`config.mk`:
```
export PLATFORM = sky130hd
export DESIGN_NAME = sensor_supply_limit_timing
export DESIGN_NICKNAME = d
export VERILOG_FILES = /design/src/supply_limit_pkg.sv /design/src/sensor_supply_limit_timing.sv
export SDC_FILE = /design/constraint.sdc
export NUM_CORES = 1
export LEC_CHECK = 0
export BUFFER_PORTS_ARGS = -buffer_cell sky130_fd_sc_hd__buf_4
export CAP_MARGIN = 20
export CORE_MARGIN = 2
export CORE_UTILIZATION = 30
export CTS_CLUSTER_SIZE = 30
export DETAILED_ROUTE_END_ITERATION = 8
export GPL_ROUTABILITY_DRIVEN = 0
export PLACE_DENSITY = 0.56
export SKIP_LAST_GASP = 1
export SYNTH_ARGS = -nofsm -noshare
export SYNTH_HDL_FRONTEND = slang
export SYNTH_SLANG_ARGS = --single-unit
```
`constraint.sdc`:
```
create_clock -name clk_in -period 4.3 [get_ports clk_in]
set_input_delay 0.215 -clock clk_in [delete_from_list [all_inputs] [get_ports clk_in]]
set_output_delay 0.215 -clock clk_in [all_outputs]
set_load 0.05 [all_outputs]
```
`src/supply_limit_pkg.sv`:
```
/*
  Package for the sensor-supply limit timing block: register offsets,
  configuration layout, timing constants and channel states.
  Assumes a single 25 MHz system clock.
*/
package supply_limit_pkg;

  // ----------------------------------------------------------------
  // Register map
  // ----------------------------------------------------------------
  localparam logic [7:0] SUPPLY_A_CONFIG_ADDR = 8'h18;
  localparam logic [7:0] SUPPLY_B_CONFIG_ADDR = 8'h19;
  localparam logic [7:0] SUPPLY_CONFIG_RESET = 8'h00;

  // ----------------------------------------------------------------
  // Configuration byte, bit 7 down to bit 0
  // ----------------------------------------------------------------
  typedef struct packed {
    logic [1:0] retry_select;
    logic dynamic_blanking;
    logic [1:0] blanking_select;
    logic double_limit;
    logic limit_disable;
    logic supply_on;
  } supply_config_t;

  // Comparator levels from the analog front end of one channel
  typedef struct packed {
    logic over_limit;
    logic below_pgood;
    logic below_9v;
    logic above_17v;
    logic above_18v;
  } supply_sense_t;

  // Drive towards the external supply switch of one channel
  typedef struct packed {
    logic gate_drive;
    logic sense_enable;
    logic double_limit;
  } supply_drive_t;

  // ----------------------------------------------------------------
  // Timing
  // ----------------------------------------------------------------
  localparam int CLK_HZ = 25_000_000;
  localparam int TICK_US = 125;
  localparam int TICK_CYCLES = (CLK_HZ / 1_000_000) * TICK_US;
  localparam int FILTER_US = 200;
  localparam int FILTER_CYCLES = (CLK_HZ / 1_000_000) * FILTER_US;

  // Blanking times in microseconds and in ticks
  localparam int BLANK_0_US = 5_500;
  localparam int BLANK_1_US = 16_500;
  localparam int BLANK_2_US = 55_000;
  localparam int BLANK_3_US = 165_000;
  localparam logic [16:0] BLANK_0_TICKS = 17'(BLANK_0_US / TICK_US);
  localparam logic [16:0] BLANK_1_TICKS = 17'(BLANK_1_US / TICK_US);
  localparam logic [16:0] BLANK_2_TICKS = 17'(BLANK_2_US / TICK_US);
  localparam logic [16:0] BLANK_3_TICKS = 17'(BLANK_3_US / TICK_US);

  // Autoretry periods in milliseconds and in ticks
  localparam int RETRY_1_MS = 400;
  localparam int RETRY_2_MS = 4_000;
  localparam int RETRY_3_MS = 12_000;
  localparam logic [16:0] RETRY_1_TICKS = 17'(RETRY_1_MS * 1000 / TICK_US);
  localparam logic [16:0] RETRY_2_TICKS = 17'(RETRY_2_MS * 1000 / TICK_US);
  localparam logic [16:0] RETRY_3_TICKS = 17'(RETRY_3_MS * 1000 / TICK_US);
  localparam logic [1:0] RETRY_LATCH_OFF = 2'h0;

  localparam logic [16:0] COUNT_RESET = 17'h00000;

  typedef enum logic [2:0] {
    ST_OFF = 3'b001,
    ST_ON = 3'b010,
    ST_FAULT = 3'b100
  } supply_state_t;

endpackage

```
`src/sensor_supply_limit_timing.sv`:
```
/*
  Two-channel sensor-supply switch control: configuration registers,
  enable filter, current-limit blanking with dynamic shortening,
  doubled limit, limit disable and autoretry or latch-off.
  Assumes register writes come from the on-chip serial interface on
  the same clock, and comparator levels arrive asynchronously.
*/
// Overview of operation
// The blanking field picks 5.5 ms, 16.5 ms, 55 ms or 165 ms for codes 00 to 11.
// Dynamic blanking shortens the blanking time only when enabled and supply is below power-good.
// With dynamic blanking active and supply from 9 V to 17 V the blanking time is halved.
// With dynamic blanking active and supply below 9 V the blanking time is quartered.
// The double-limit bit doubles the current limit only while supply is above 18 V.
// The limit-disable bit turns off the sense amplifier and all current limiting.
// A filtered supply enable of one turns the channel's gate driver on.
// While the enable is zero the retry, latch-off and blanking timers are held in reset.
// Enable changes lasting under 200 us are ignored before reaching driver and timers.
// The retry field picks latch-off, 400 ms, 4 s or 12 s for codes 00 to 11.
// A host managing retry timing itself selects latch-off so the supply never restarts alone.
// The host keeps the enable at zero long enough after a fault for the switch to cool.
// Channel A uses the same retry encoding at bits 7:6 as channel B.
// A limit held past the blanking time turns the driver off, then retries unless latched off.
`timescale 1ns/100ps
`default_nettype none

module sensor_supply_limit_timing
  import supply_limit_pkg::*;
#(
  parameter int TICK_LEN = supply_limit_pkg::TICK_CYCLES,
  parameter int FILTER_LEN = supply_limit_pkg::FILTER_CYCLES
) (
  // Clock and reset
  input wire logic clk_in,
  input wire logic resetn_in,
  // Register access
  input wire logic [7:0] reg_addr_in,
  input wire logic [7:0] reg_wdata_in,
  input wire logic reg_write_in,
  output logic [7:0] reg_rdata_out,
  // Comparators, index 0 is channel A, index 1 is channel B
  input wire supply_limit_pkg::supply_sense_t [1:0] sense_in,
  // Drive to the external supply switches
  output supply_limit_pkg::supply_drive_t [1:0] drive_out
);
  import supply_limit_pkg::*;

  // ----------------------------------------------------------------
  // Helpers
  // ----------------------------------------------------------------
  function automatic logic [16:0] blank_ticks(input supply_config_t cfg,
                                              input supply_sense_t sns);
    logic [16:0] base;
    base = BLANK_0_TICKS;
    case (cfg.blanking_select)
      2'h0: base = BLANK_0_TICKS;
      2'h1: base = BLANK_1_TICKS;
      2'h2: base = BLANK_2_TICKS;
      default: base = BLANK_3_TICKS;
    endcase
    // Above 17 V but still below power-good keeps the full time
    if (cfg.dynamic_blanking && sns.below_pgood) begin
      if (sns.below_9v) begin
        base = base >> 2;
      end else if (!sns.above_17v) begin
        base = base >> 1;
      end
    end
    return base;
  endfunction

  function automatic logic [16:0] retry_ticks(input logic [1:0] sel);
    logic [16:0] t;
    t = COUNT_RESET;
    case (sel)
      2'h1: t = RETRY_1_TICKS;
      2'h2: t = RETRY_2_TICKS;
      2'h3: t = RETRY_3_TICKS;
      default: t = COUNT_RESET;
    endcase
    return t;
  endfunction

  // ----------------------------------------------------------------
  // Configuration registers
  // ----------------------------------------------------------------
  supply_config_t [1:0] config_reg;
  wire logic write_a = reg_write_in && (reg_addr_in == SUPPLY_A_CONFIG_ADDR);
  wire logic write_b = reg_write_in && (reg_addr_in == SUPPLY_B_CONFIG_ADDR);
  wire logic [7:0] next_rdata = (reg_addr_in == SUPPLY_A_CONFIG_ADDR) ? config_reg[0] :
                                (reg_addr_in == SUPPLY_B_CONFIG_ADDR) ? config_reg[1] :
                                8'h00;

  always_ff @(posedge clk_in or negedge resetn_in) begin
    if (!resetn_in) begin
      config_reg <= {SUPPLY_CONFIG_RESET, SUPPLY_CONFIG_RESET};
      reg_rdata_out <= 8'h00;
    end else begin
      if (write_a) begin
        config_reg[0] <= reg_wdata_in;
      end
      if (write_b) begin
        config_reg[1] <= reg_wdata_in;
      end
      reg_rdata_out <= next_rdata;
    end
  end

  // ----------------------------------------------------------------
  // Comparator synchronisers and shared time base
  // ----------------------------------------------------------------
  supply_sense_t [1:0] sense_meta;
  supply_sense_t [1:0] sense_sync;
  logic [15:0] tick_count;
  wire logic tick = (tick_count == 16'(TICK_LEN - 1));

  always_ff @(posedge clk_in or negedge resetn_in) begin
    if (!resetn_in) begin
      sense_meta <= '0;
      sense_sync <= '0;
      tick_count <= 16'h0000;
    end else begin
      sense_meta <= sense_in;
      sense_sync <= sense_meta;
      tick_count <= tick ? 16'h0000 : tick_count + 16'h0001;
    end
  end

  // ----------------------------------------------------------------
  // Per-channel control
  // ----------------------------------------------------------------
  for (genvar ch = 0; ch < 2; ch++) begin : g_chan
    supply_config_t cfg;
    supply_sense_t sns;
    logic enable_filtered;
    logic [15:0] filter_count;
    supply_state_t state;
    supply_state_t next_state;
    logic [16:0] count;
    logic [16:0] next_count;

    assign cfg = config_reg[ch];
    assign sns = sense_sync[ch];

    // Enable must hold its new value for the whole filter time
    wire logic enable_differs = (cfg.supply_on != enable_filtered);
    wire logic filter_done = (filter_count == 16'(FILTER_LEN - 1));
    wire logic limiting = sns.over_limit && !cfg.limit_disable;
    wire logic blank_expired = (count >= blank_ticks(cfg, sns));
    wire logic retry_expired = (count >= retry_ticks(cfg.retry_select));
    wire logic latch_off = (cfg.retry_select == RETRY_LATCH_OFF);

    always_ff @(posedge clk_in or negedge resetn_in) begin
      if (!resetn_in) begin
        enable_filtered <= 1'b0;
        filter_count <= 16'h0000;
      end else if (!enable_differs) begin
        filter_count <= 16'h0000;
      end else if (filter_done) begin
        enable_filtered <= cfg.supply_on;
        filter_count <= 16'h0000;
      end else begin
        filter_count <= filter_count + 16'h0001;
      end
    end

    always_comb begin
      next_state = state;
      next_count = count;
      case (state)
        ST_OFF: begin
          next_count = COUNT_RESET;
          if (enable_filtered) begin
            next_state = ST_ON;
          end
        end
        ST_ON: begin
          if (!limiting) begin
            next_count = COUNT_RESET;
          end else if (blank_expired) begin
            next_state = ST_FAULT;
            next_count = COUNT_RESET;
          end else if (tick) begin
            next_count = count + 17'h00001;
          end
        end
        ST_FAULT: begin
          // Latch-off waits here until software drops the enable
          if (!latch_off && retry_expired) begin
            next_state = ST_ON;
            next_count = COUNT_RESET;
          end else if (!latch_off && tick) begin
            next_count = count + 17'h00001;
          end
        end
        default: begin
          next_state = ST_OFF;
          next_count = COUNT_RESET;
        end
      endcase
      if (!enable_filtered) begin
        next_state = ST_OFF;
        next_count = COUNT_RESET;
      end
    end

    always_ff @(posedge clk_in or negedge resetn_in) begin
      if (!resetn_in) begin
        state <= ST_OFF;
        count <= COUNT_RESET;
        drive_out[ch] <= '0;
      end else begin
        state <= next_state;
        count <= next_count;
        drive_out[ch].gate_drive <= (next_state == ST_ON);
        drive_out[ch].sense_enable <= enable_filtered && !cfg.limit_disable;
        drive_out[ch].double_limit <= cfg.double_limit && sns.above_18v;
      end
    end
  end

endmodule

`default_nettype wire

```
==> results_dict.tcl, run 1 <==
set metrics [dict create \
    rsz0062_at_grt "no" \
    clock-sinks 140 \
    slew_viol_final 0 \
    fmax_mhz 282 \
    p_comb_share_pct 5.2 \
    avgSynthCellArea_um2 9.87 \
    path_cells "inv_1 -> ha_1 -> nor3_1 -> a21oi_1 -> nor2_1 -> a21oi_1 -> ha_1 -> or2_2 -> a32oi_1 -> a2111o_1 -> nand4_4 -> a211oi_2 -> nand4_1 -> mux2i_1" \
    rows 59 \
    rrSetupSlack_ns 0.76 \
    clk_path_buf_depth 2 \
    cts_buffers 17 \
    antenna_left 0 \
    worst-path-max-fanout 11 \
    period_minus_slack_ns 3.54 \
    hold_violations 0 \
    synthesis.nets 899 \
    synth_edf_count 0 \
    regMostFlops "g_chan.count" \
    drc 0 \
    core_area_um2 26000 \
    status "complete, no violations" \
    routed_wl_um 17300 \
    crit_slowest_cell "a211oi_2" \
    max-cap-violations 0 \
    seq_power_share_pct 45.3 \
    cpPeakStageDelay_ns 0.72 \
    clockPowerShare_pct 49.5 \
    dieArea_um2 27700 \
    root_buffer "clkbuf_16" \
    worstSetupPathType "reg -> reg" \
    finalSetupViolations 0 \
    drt_iter0_drc 356 \
    cp.depth 14 \
    first_pass_iters 5 \
    grt_antenna_before_repair 0 \
    tritoncts "yes" \
    drive_gt1_share_pct 13.6 \
    synth_ff_type "dfrtp_1" \
    r2r_cells 14 \
    yosysSeqAreaShare_pct 44.2 \
    cp.required_ns 4.65 \
    ir_drop_mv 0.193 \
    clk_pin_slew_ns 0.07 \
    crit_family "compound AO/OA/AOI/OAI gates" \
    hpwl_um 12600 \
    worst_ep_arrival_time_ns 3.89 \
    async_flop_share_pct 100 \
    pre_cts_slack_ns 0.809 \
    slew_headroom_pct 34.3 \
    vias_per_cell 4.93 \
    fin_crit_sh_pct 82.4 \
    die_w_um 167 \
    yosys_warnings 0 \
    p_per_area_nw_per_um2 321 \
    synth_area_um2 7930 \
    r2r-start "config_reg[12]" \
    critPathCapture "g_chan[1].count[13]" \
    endpoint_kind "flop" \
    p_leak_nw 4.15 \
    cts_setup_buffers 0 \
    synthCells 803 \
    grt_pass1_vias 5971 \
    ctsHtreeMaxLevel 4 \
    worst_pin_slew_ns 0.985 \
    synthDistinctLibCells 68 \
    fin_skew_ns 0.0120 \
    track_usage_pct 13.3 \
    grt_max_degree 104 \
    grt_pass1_wl_um 30100 \
    swShare_pct 25.3 \
    start_util_pct 30.5 \
    crit_buf_inv 1 \
    diodes 0 \
    num_vias 5960 \
    p_switching_mw 0.754 \
    post-route-worst-setup-slack_ns 0.759 \
    setup-tns-final_ns 0 \
    io_buffers 42 \
    wl_per_cell_um 14.3 \
    crit_path_start_kind "flop" \
    r2r_end "g_chan[1].count[13]" \
    largest_reg_flops 34 \
    intPower_mw 2.23 \
    ys_seq_elements 140 \
    die_y_um 167 \
    io_pins 43 \
    critPathLaunch "config_reg[12]" \
    hold_path_class "in -> reg" \
    clk_latency_ns 0.43 \
    syn2layout_area_growth_pct 17.2 \
    grt_overflow_total 0 \
    biggestRegsByFlops "g_chan.count: 34 flops, g_chan.filter_count: 32 flops" \
    nets 958 \
]
[cells in the final DEF (no fill, tap or decap), drive strengths merged, types with 6 or more instances in the layout]
cell type	synthesis	layout
a21o	10	10
dlygate4sd3	0	11
nor3	12	12
clkbuf	6	17
ha	67	67
dfrtp	138	138
and2	10	10
nor2	104	104
inv	34	42
mux2i	11	11
or2	6	6
a21oi	33	33
nor3b	6	6
nand4	23	23
nor2b	8	8
buf	9	44
nor4	12	12
a211oi	7	7
o21ai	36	36
mux2	19	19
and3	24	24
nand3	40	40
xnor2	22	22
xor2	35	35
nand2	67	67
[synth_stat cells (6+ instances only)]
| cell | number | area [um^2] |
|---|---|---|
| and3_1 | 24 | 150 |
| mux2_2 | 19 | 214 |
| nor3_1 | 11 | 55.1 |
| ha_1 | 67 | 838 |
| a21o_1 | 9 | 67.6 |
| mux2i_1 | 11 | 110 |
| nand4_1 | 22 | 138 |
| o21ai_1 | 8 | 40.0 |
| dfrtp_1 | 138 | 3450 |
| nor2_1 | 103 | 387 |
| clkbuf_1 | 6 | 22.5 |
| xor2_1 | 35 | 307 |
| xnor2_1 | 22 | 193 |
| and2_1 | 10 | 62.6 |
| nand3_1 | 40 | 200 |
| a21oi_1 | 31 | 155 |
| or2_2 | 6 | 37.5 |
| nor4_1 | 9 | 56.3 |
| nand2_1 | 67 | 251 |
| a211oi_1 | 6 | 45.0 |
| nor2b_1 | 8 | 50.1 |
| o21ai_0 | 26 | 130 |
| inv_1 | 33 | 124 |
[logic make-up after synthesis]
group                      after synthesis  share of synthesized area [%]
DFF                                    140                           44.2
adders and majority gates               67                           10.6
buffers and inverters                   49                           2.92
AOI/OAI and AO/OA                      121                           10.0
xor gates and xnor gates                57                           6.30
and+or+nand+nor                        339                           21.9
muxes                                   30                           4.09
[through the flow]
step	power (mW)	cell area (um^2)	hold WS, ns	util, %	std cells
detailed placement	1.53	8580	0.326	33.0	1167
global route	3.12	9290	0.0176	35.7	1210
global placement	1.52	8580	0.325	33.0	1167
finish	2.99	9290	0.0374	35.7	1210
floorplan	1.45	7930	-0.0806	-	803
CTS	3.03	9290	0.0141	35.7	1210
[metal layers]
layer,up-vias,track usage [%],share of wire (%)
met3,21,3.09,3.2
met4,0,4.31,1.6
met5,-,0,0
li1,2957,-,-
met2,86,21.0,46
met1,2896,18.2,49
[layout make-up]
type                    instances  area, um^2
fillers                      2674       16700
multi-input cells             614        4190
flip-flops and latches        140        3510
repair buffers                 55         444
clock buffers                  17         425
well taps                     335         419
clock inverters                15         175
inverters                      34         128
[how the worst min path moves through the flow]
stage                               start        endpoint  slack, ns  cells past startpoint
after floorplan                 resetn_in   config_reg[0]      -0.08                      0
after global placement        sense_in[5]   sense_meta[5]       0.32                      1
after detailed placement      sense_in[2]   sense_meta[2]       0.33                      1
after CTS                 reg_wdata_in[0]   config_reg[0]       0.01                      2
after global routing      reg_wdata_in[2]  config_reg[10]       0.02                      2
final                     reg_wdata_in[0]   config_reg[0]       0.04                      2
[power by group through the flow]
stage	Sequential, mW	Clock, mW	Combinational, mW
floorplan	1.37	0	0.0802
global placement	1.38	0	0.149
detailed placement	1.38	0	0.150
CTS	1.35	1.52	0.159
global route	1.35	1.58	0.179
finish	1.35	1.48	0.155
[timing repair]
action | CTS | global route
resized for setup | 0 | 0
endpoints found under the hold margin | 111 | 0
hold buffers | 11 | 0
(Power assumes the default switching activity.)
==> run 2, diff against run 1 <==
Clock period 4.3 ns to 3.45 ns, I/O delays scaled along.
==> results_dict.tcl, run 2 (synthesis gave the netlist of run 1 again) <==
set metrics [dict create \
    status "complete, no violations" \
    endpoint_kind "flop" \
    clk_path_buf_depth 2 \
    p_per_area_nw_per_um2 394 \
    slew_headroom_pct 50.0 \
    ctsHtreeMaxLevel 4 \
    die_w_um 167 \
    fmax_mhz 312 \
    drive_gt1_share_pct 14.5 \
    start_util_pct 30.5 \
    worst-path-max-fanout 9 \
    grt_overflow_total 0 \
    worstSetupPathType "reg -> reg" \
    hold_path_class "in -> reg" \
    diodes 0 \
    root_buffer "clkbuf_16" \
    cp.required_ns 3.76 \
    fin_skew_ns 0.0131 \
    hpwl_um 12900 \
    clk_pin_slew_ns 0.06 \
    final_cell_mix "dfrtp_1, nor2_1, nand2_1, ha_1, buf_4" \
    routed_wl_um 17700 \
    rsz0062_at_grt "no" \
    p_comb_share_pct 5.4 \
    clock-sinks 140 \
    first_pass_iters 7 \
    hold_violations 0 \
    track_usage_pct 13.4 \
    io_pins 43 \
    cts_buffers 17 \
    ir_drop_mv 0.199 \
    antenna_left 0 \
    slew_viol_final 0 \
    grt_max_degree 81 \
    io_buffers 42 \
    seq_power_share_pct 45.5 \
    finalSetupViolations 0 \
    fin_crit_sh_pct 92.8 \
    p_leak_nw 4.21 \
    p_switching_mw 0.931 \
    regMostFlops "g_chan.count" \
    drc 0 \
    largest_reg_flops 34 \
    wl_per_cell_um 14.4 \
    intPower_mw 2.77 \
    hold_slack_ns 0.0191 \
    nets 972 \
    fin_util_pct 36.2 \
    drt_iter0_drc 331 \
    syn2layout_area_growth_pct 18.7 \
    core_area_um2 26000 \
    clk_latency_ns 0.43 \
    die_y_um 167 \
    max-cap-violations 0 \
    dieArea_um2 27700 \
    rows 59 \
    crit_path_start_kind "flop" \
    grt_pass1_wl_um 30400 \
    period_minus_slack_ns 3.20 \
    tritoncts "yes" \
    layout_commonest_cell "dfrtp_1" \
    biggestRegsByFlops "g_chan.count: 34 flops, g_chan.filter_count: 32 flops" \
    setup-tns-final_ns 0 \
    vias_per_cell 4.90 \
    clockPowerShare_pct 49.1 \
    num_vias 5998 \
    worst_pin_slew_ns 0.750 \
    grt_pass1_vias 6017 \
    swShare_pct 25.1 \
    grt_antenna_before_repair 0 \
    worst_ep_arrival_time_ns 3.51 \
]
[run 2: routing by layer]
layer | share of wire (%) | routed length, um | vias up | GRT usage, %
li1 | - | - | 2996 | -
met1 | 49 | 8710 | 2903 | 18.6
met2 | 46 | 8180 | 82 | 21.2
met3 | 3.5 | 616 | 17 | 3.09
met4 | 0.97 | 172 | 0 | 3.34
met5 | 0 | 0 | - | 0
[run 2: final timing paths]
| check | end | slack [ns] | cells after the start | start |
|---|---|---|---|---|
| worst max-delay path | g_chan[0].count[2] | 0.25 | 12 | config_reg[3] |
| worst min-delay path | config_reg[6] | 0.02 | 2 | reg_wdata_in[6] |
| worst max register to register | g_chan[0].count[2] | 0.25 | 12 | config_reg[3] |
| worst min register to register | g_chan[0].sns[2] | 0.35 | 0 | sense_meta[2] |
| max in group asynchronous | g_chan[0].state[0] | 2.29 | 3 | resetn_in |
| min in group asynchronous | drive_out[4] | 0.36 | 2 | resetn_in |
[run 2: cell type report]
class | instances | area, um^2
Inverter | 34 | 128
Multi-Input combinational cell | 614 | 4190
Clock buffer | 17 | 425
Tap cell | 335 | 419
Sequential cell | 140 | 3510
Clock inverter | 15 | 156
Timing Repair Buffer | 69 | 587
Fill cell | 2636 | 16600
[run 2: timing repair]
action,in CTS,in global routing
hold buffers,16,0
buffers inserted,0,1
resized for setup,0,2
endpoints found under the setup margin,0,22
hold endpoints to repair,99,0
[run 2: power groups by stage]
stage	Sequential, mW	Clock [mW]	Combinational [mW]
global route	1.69	1.95	0.232
detailed placement	1.72	0	0.192
finish	1.69	1.82	0.201
CTS	1.68	1.86	0.208
global placement	1.72	0	0.190
floorplan	1.71	0	0.100
[run 2: metrics by stage]
stage	power, mW	cell area [um^2]	setup slack [ns]	instances
3_5_place_dp	1.91	8650	0.0724	1175
4_1_cts	3.76	9390	0.0555	1223
3_3_place_gp	1.91	8650	0.159	1175
5_1_grt	3.87	9420	0.00476	1224
2_1_floorplan	1.81	7930	0.541	803
6_report	3.71	9420	0.247	1224
[run 2: critical path, stage by stage (launching register included)]
cell	delay [ns]
dfrtp_2	0.45
inv_1	0.09
ha_1	0.30
a21oi_1	0.09
or2_2	0.28
ha_1	0.30
nand4_1	0.09
or2_2	0.29
a2111oi_1	0.49
nor4_2	0.16
o21ai_2	0.26
buf_4	0.22
nor2_1	0.06
==> run 3, diff against run 2 <==
Settings changed: PLACE_DENSITY 0.56 to 0.54.
==> results_dict.tcl, run 3 (synthesis gave the netlist of run 1 again) <==
set metrics [dict create \
    final_cell_mix "dfrtp_1, nor2_1, nand2_1, ha_1, buf_4" \
    worst_pin_slew_ns 0.694 \
    drc 0 \
    diodes 0 \
    finalInstanceArea_um2 9430 \
    swShare_pct 23.8 \
    post-route-worst-setup-slack_ns 0.265 \
    cp.required_ns 3.79 \
    hold_violations 0 \
    die_y_um 167 \
    hpwl_um 13200 \
    worst_ep_arrival_time_ns 3.53 \
    period_minus_slack_ns 3.19 \
    num_vias 6093 \
    antenna_left 0 \
    seq_area_um2 3510 \
    fin_crit_sh_pct 92.3 \
    status "complete, no violations" \
    tritoncts "yes" \
    clockPowerShare_pct 49.5 \
    crit_path_start_kind "flop" \
    rsz0062_at_grt "no" \
    place_area_um2 8660 \
    grt_pass1_wl_um 30600 \
    cts_buffers 17 \
    endpoint_kind "flop" \
    track_usage_pct 13.5 \
    grt_overflow_total 0 \
    p_switching_mw 0.890 \
    slew_headroom_pct 53.7 \
    ir_drop_mv 0.243 \
    pre_cts_slack_ns 0.230 \
    p_leak_nw 4.23 \
    routed_wl_um 18100 \
    grt_pass1_vias 6021 \
    clock-sinks 140 \
    vias_per_cell 4.98 \
    core_area_um2 26000 \
    layout_commonest_cell "dfrtp_1" \
    start_util_pct 30.5 \
    drt_iter0_drc 425 \
    regMostFlops "g_chan.count" \
    drive_gt1_share_pct 14.7 \
    biggestRegsByFlops "g_chan.count: 34 flops, g_chan.filter_count: 32 flops" \
    dieArea_um2 27700 \
    finalSetupViolations 0 \
    multi_input_area_um2 4200 \
    largest_reg_flops 34 \
    p_comb_share_pct 5.4 \
    ctsHtreeMaxLevel 4 \
    grt_antenna_before_repair 0 \
    slew_viol_final 0 \
    cts_setup_buffers 0 \
    hold_path_class "in -> reg" \
    seq_power_share_pct 45.1 \
    syn2layout_area_growth_pct 18.9 \
    setup-tns-final_ns 0 \
    intPower_mw 2.85 \
    io_buffers 42 \
    grt_max_degree 72 \
    root_buffer "clkbuf_16" \
    wl_per_cell_um 14.8 \
    die_w_um 167 \
    clk_path_buf_depth 2 \
    fmax_mhz 314 \
    fin_skew_ns 0.0113 \
    fill_cells 2636 \
    p_per_area_nw_per_um2 397 \
    first_pass_iters 4 \
    io_pins 43 \
    worstSetupPathType "reg -> reg" \
    worst-path-max-fanout 9 \
    max-cap-violations 0 \
    nets 972 \
    clk_pin_slew_ns 0.06 \
    clk_latency_ns 0.43 \
    rows 59 \
]
## run 3: worst paths after layout
kind                                      start                  end  slack (ns)  cells past startpoint
max in group asynchronous             resetn_in   g_chan[0].state[0]        2.30                      3
min in group asynchronous             resetn_in  g_chan[1].count[12]        0.33                      2
worst max register to register   config_reg[15]  g_chan[1].count[13]        0.26                     12
worst max-delay path             config_reg[15]  g_chan[1].count[13]        0.26                     12
worst min-delay path            reg_wdata_in[4]        config_reg[4]        0.02                      2
worst min register to register    sense_meta[6]     g_chan[1].sns[1]        0.35                      0
## run 3: what timing repair did
action | CTS | global route
resized for setup | 0 | 5
endpoints found under the setup margin | 0 | 11
endpoints found under the hold margin | 89 | 0
hold buffers | 16 | 0
## run 3: power groups by stage
| stage | registers, mW | clock network, mW | logic (mW) |
|---|---|---|---|
| final | 1.69 | 1.85 | 0.202 |
| after global routing | 1.69 | 1.98 | 0.234 |
| after CTS | 1.69 | 1.91 | 0.206 |
| after detailed placement | 1.72 | 0 | 0.191 |
| after global placement | 1.72 | 0 | 0.189 |
| after floorplan | 1.71 | 0 | 0.100 |
## run 3: stage by stage
stage	utilization, %	power (mW)	hold WS [ns]	std cells
floorplan	-	1.81	-0.123	803
global placement	33.3	1.91	0.242	1176
detailed placement	33.3	1.91	0.239	1176
CTS	36.2	3.80	0.00128	1224
global route	36.3	3.91	0.0105	1224
finish	36.3	3.74	0.0196	1224
## run 3: per-layer routing
metal,vias to the layer above,GRT usage (%),share of wire [%]
met4,0,4.27,1.2
met5,-,0,0
met1,2990,18.6,49
met3,22,2.71,3.0
li1,2993,-,-
met2,88,21.3,47
## run 3: cell type report
cell class              count  share of cell area [%]
clock inverters            13                    1.62
clock buffers              19                    4.70
well taps                 335                    4.45
multi-input cells         614                    44.6
repair buffers             69                    6.09
flip-flops and latches    140                    37.2
inverters                  34                    1.35
## run 3: worst max-delay path: stages (launching register included)
cell     delay [ns]
dfrtp_1        0.40
inv_1          0.20
ha_1           0.27
inv_1          0.05
ha_1           0.24
and3_1         0.19
o21ai_0        0.17
a31oi_1        0.13
or4_1          0.69
a21oi_2        0.34
buf_4          0.22
a21oi_1        0.07
mux2i_1        0.13
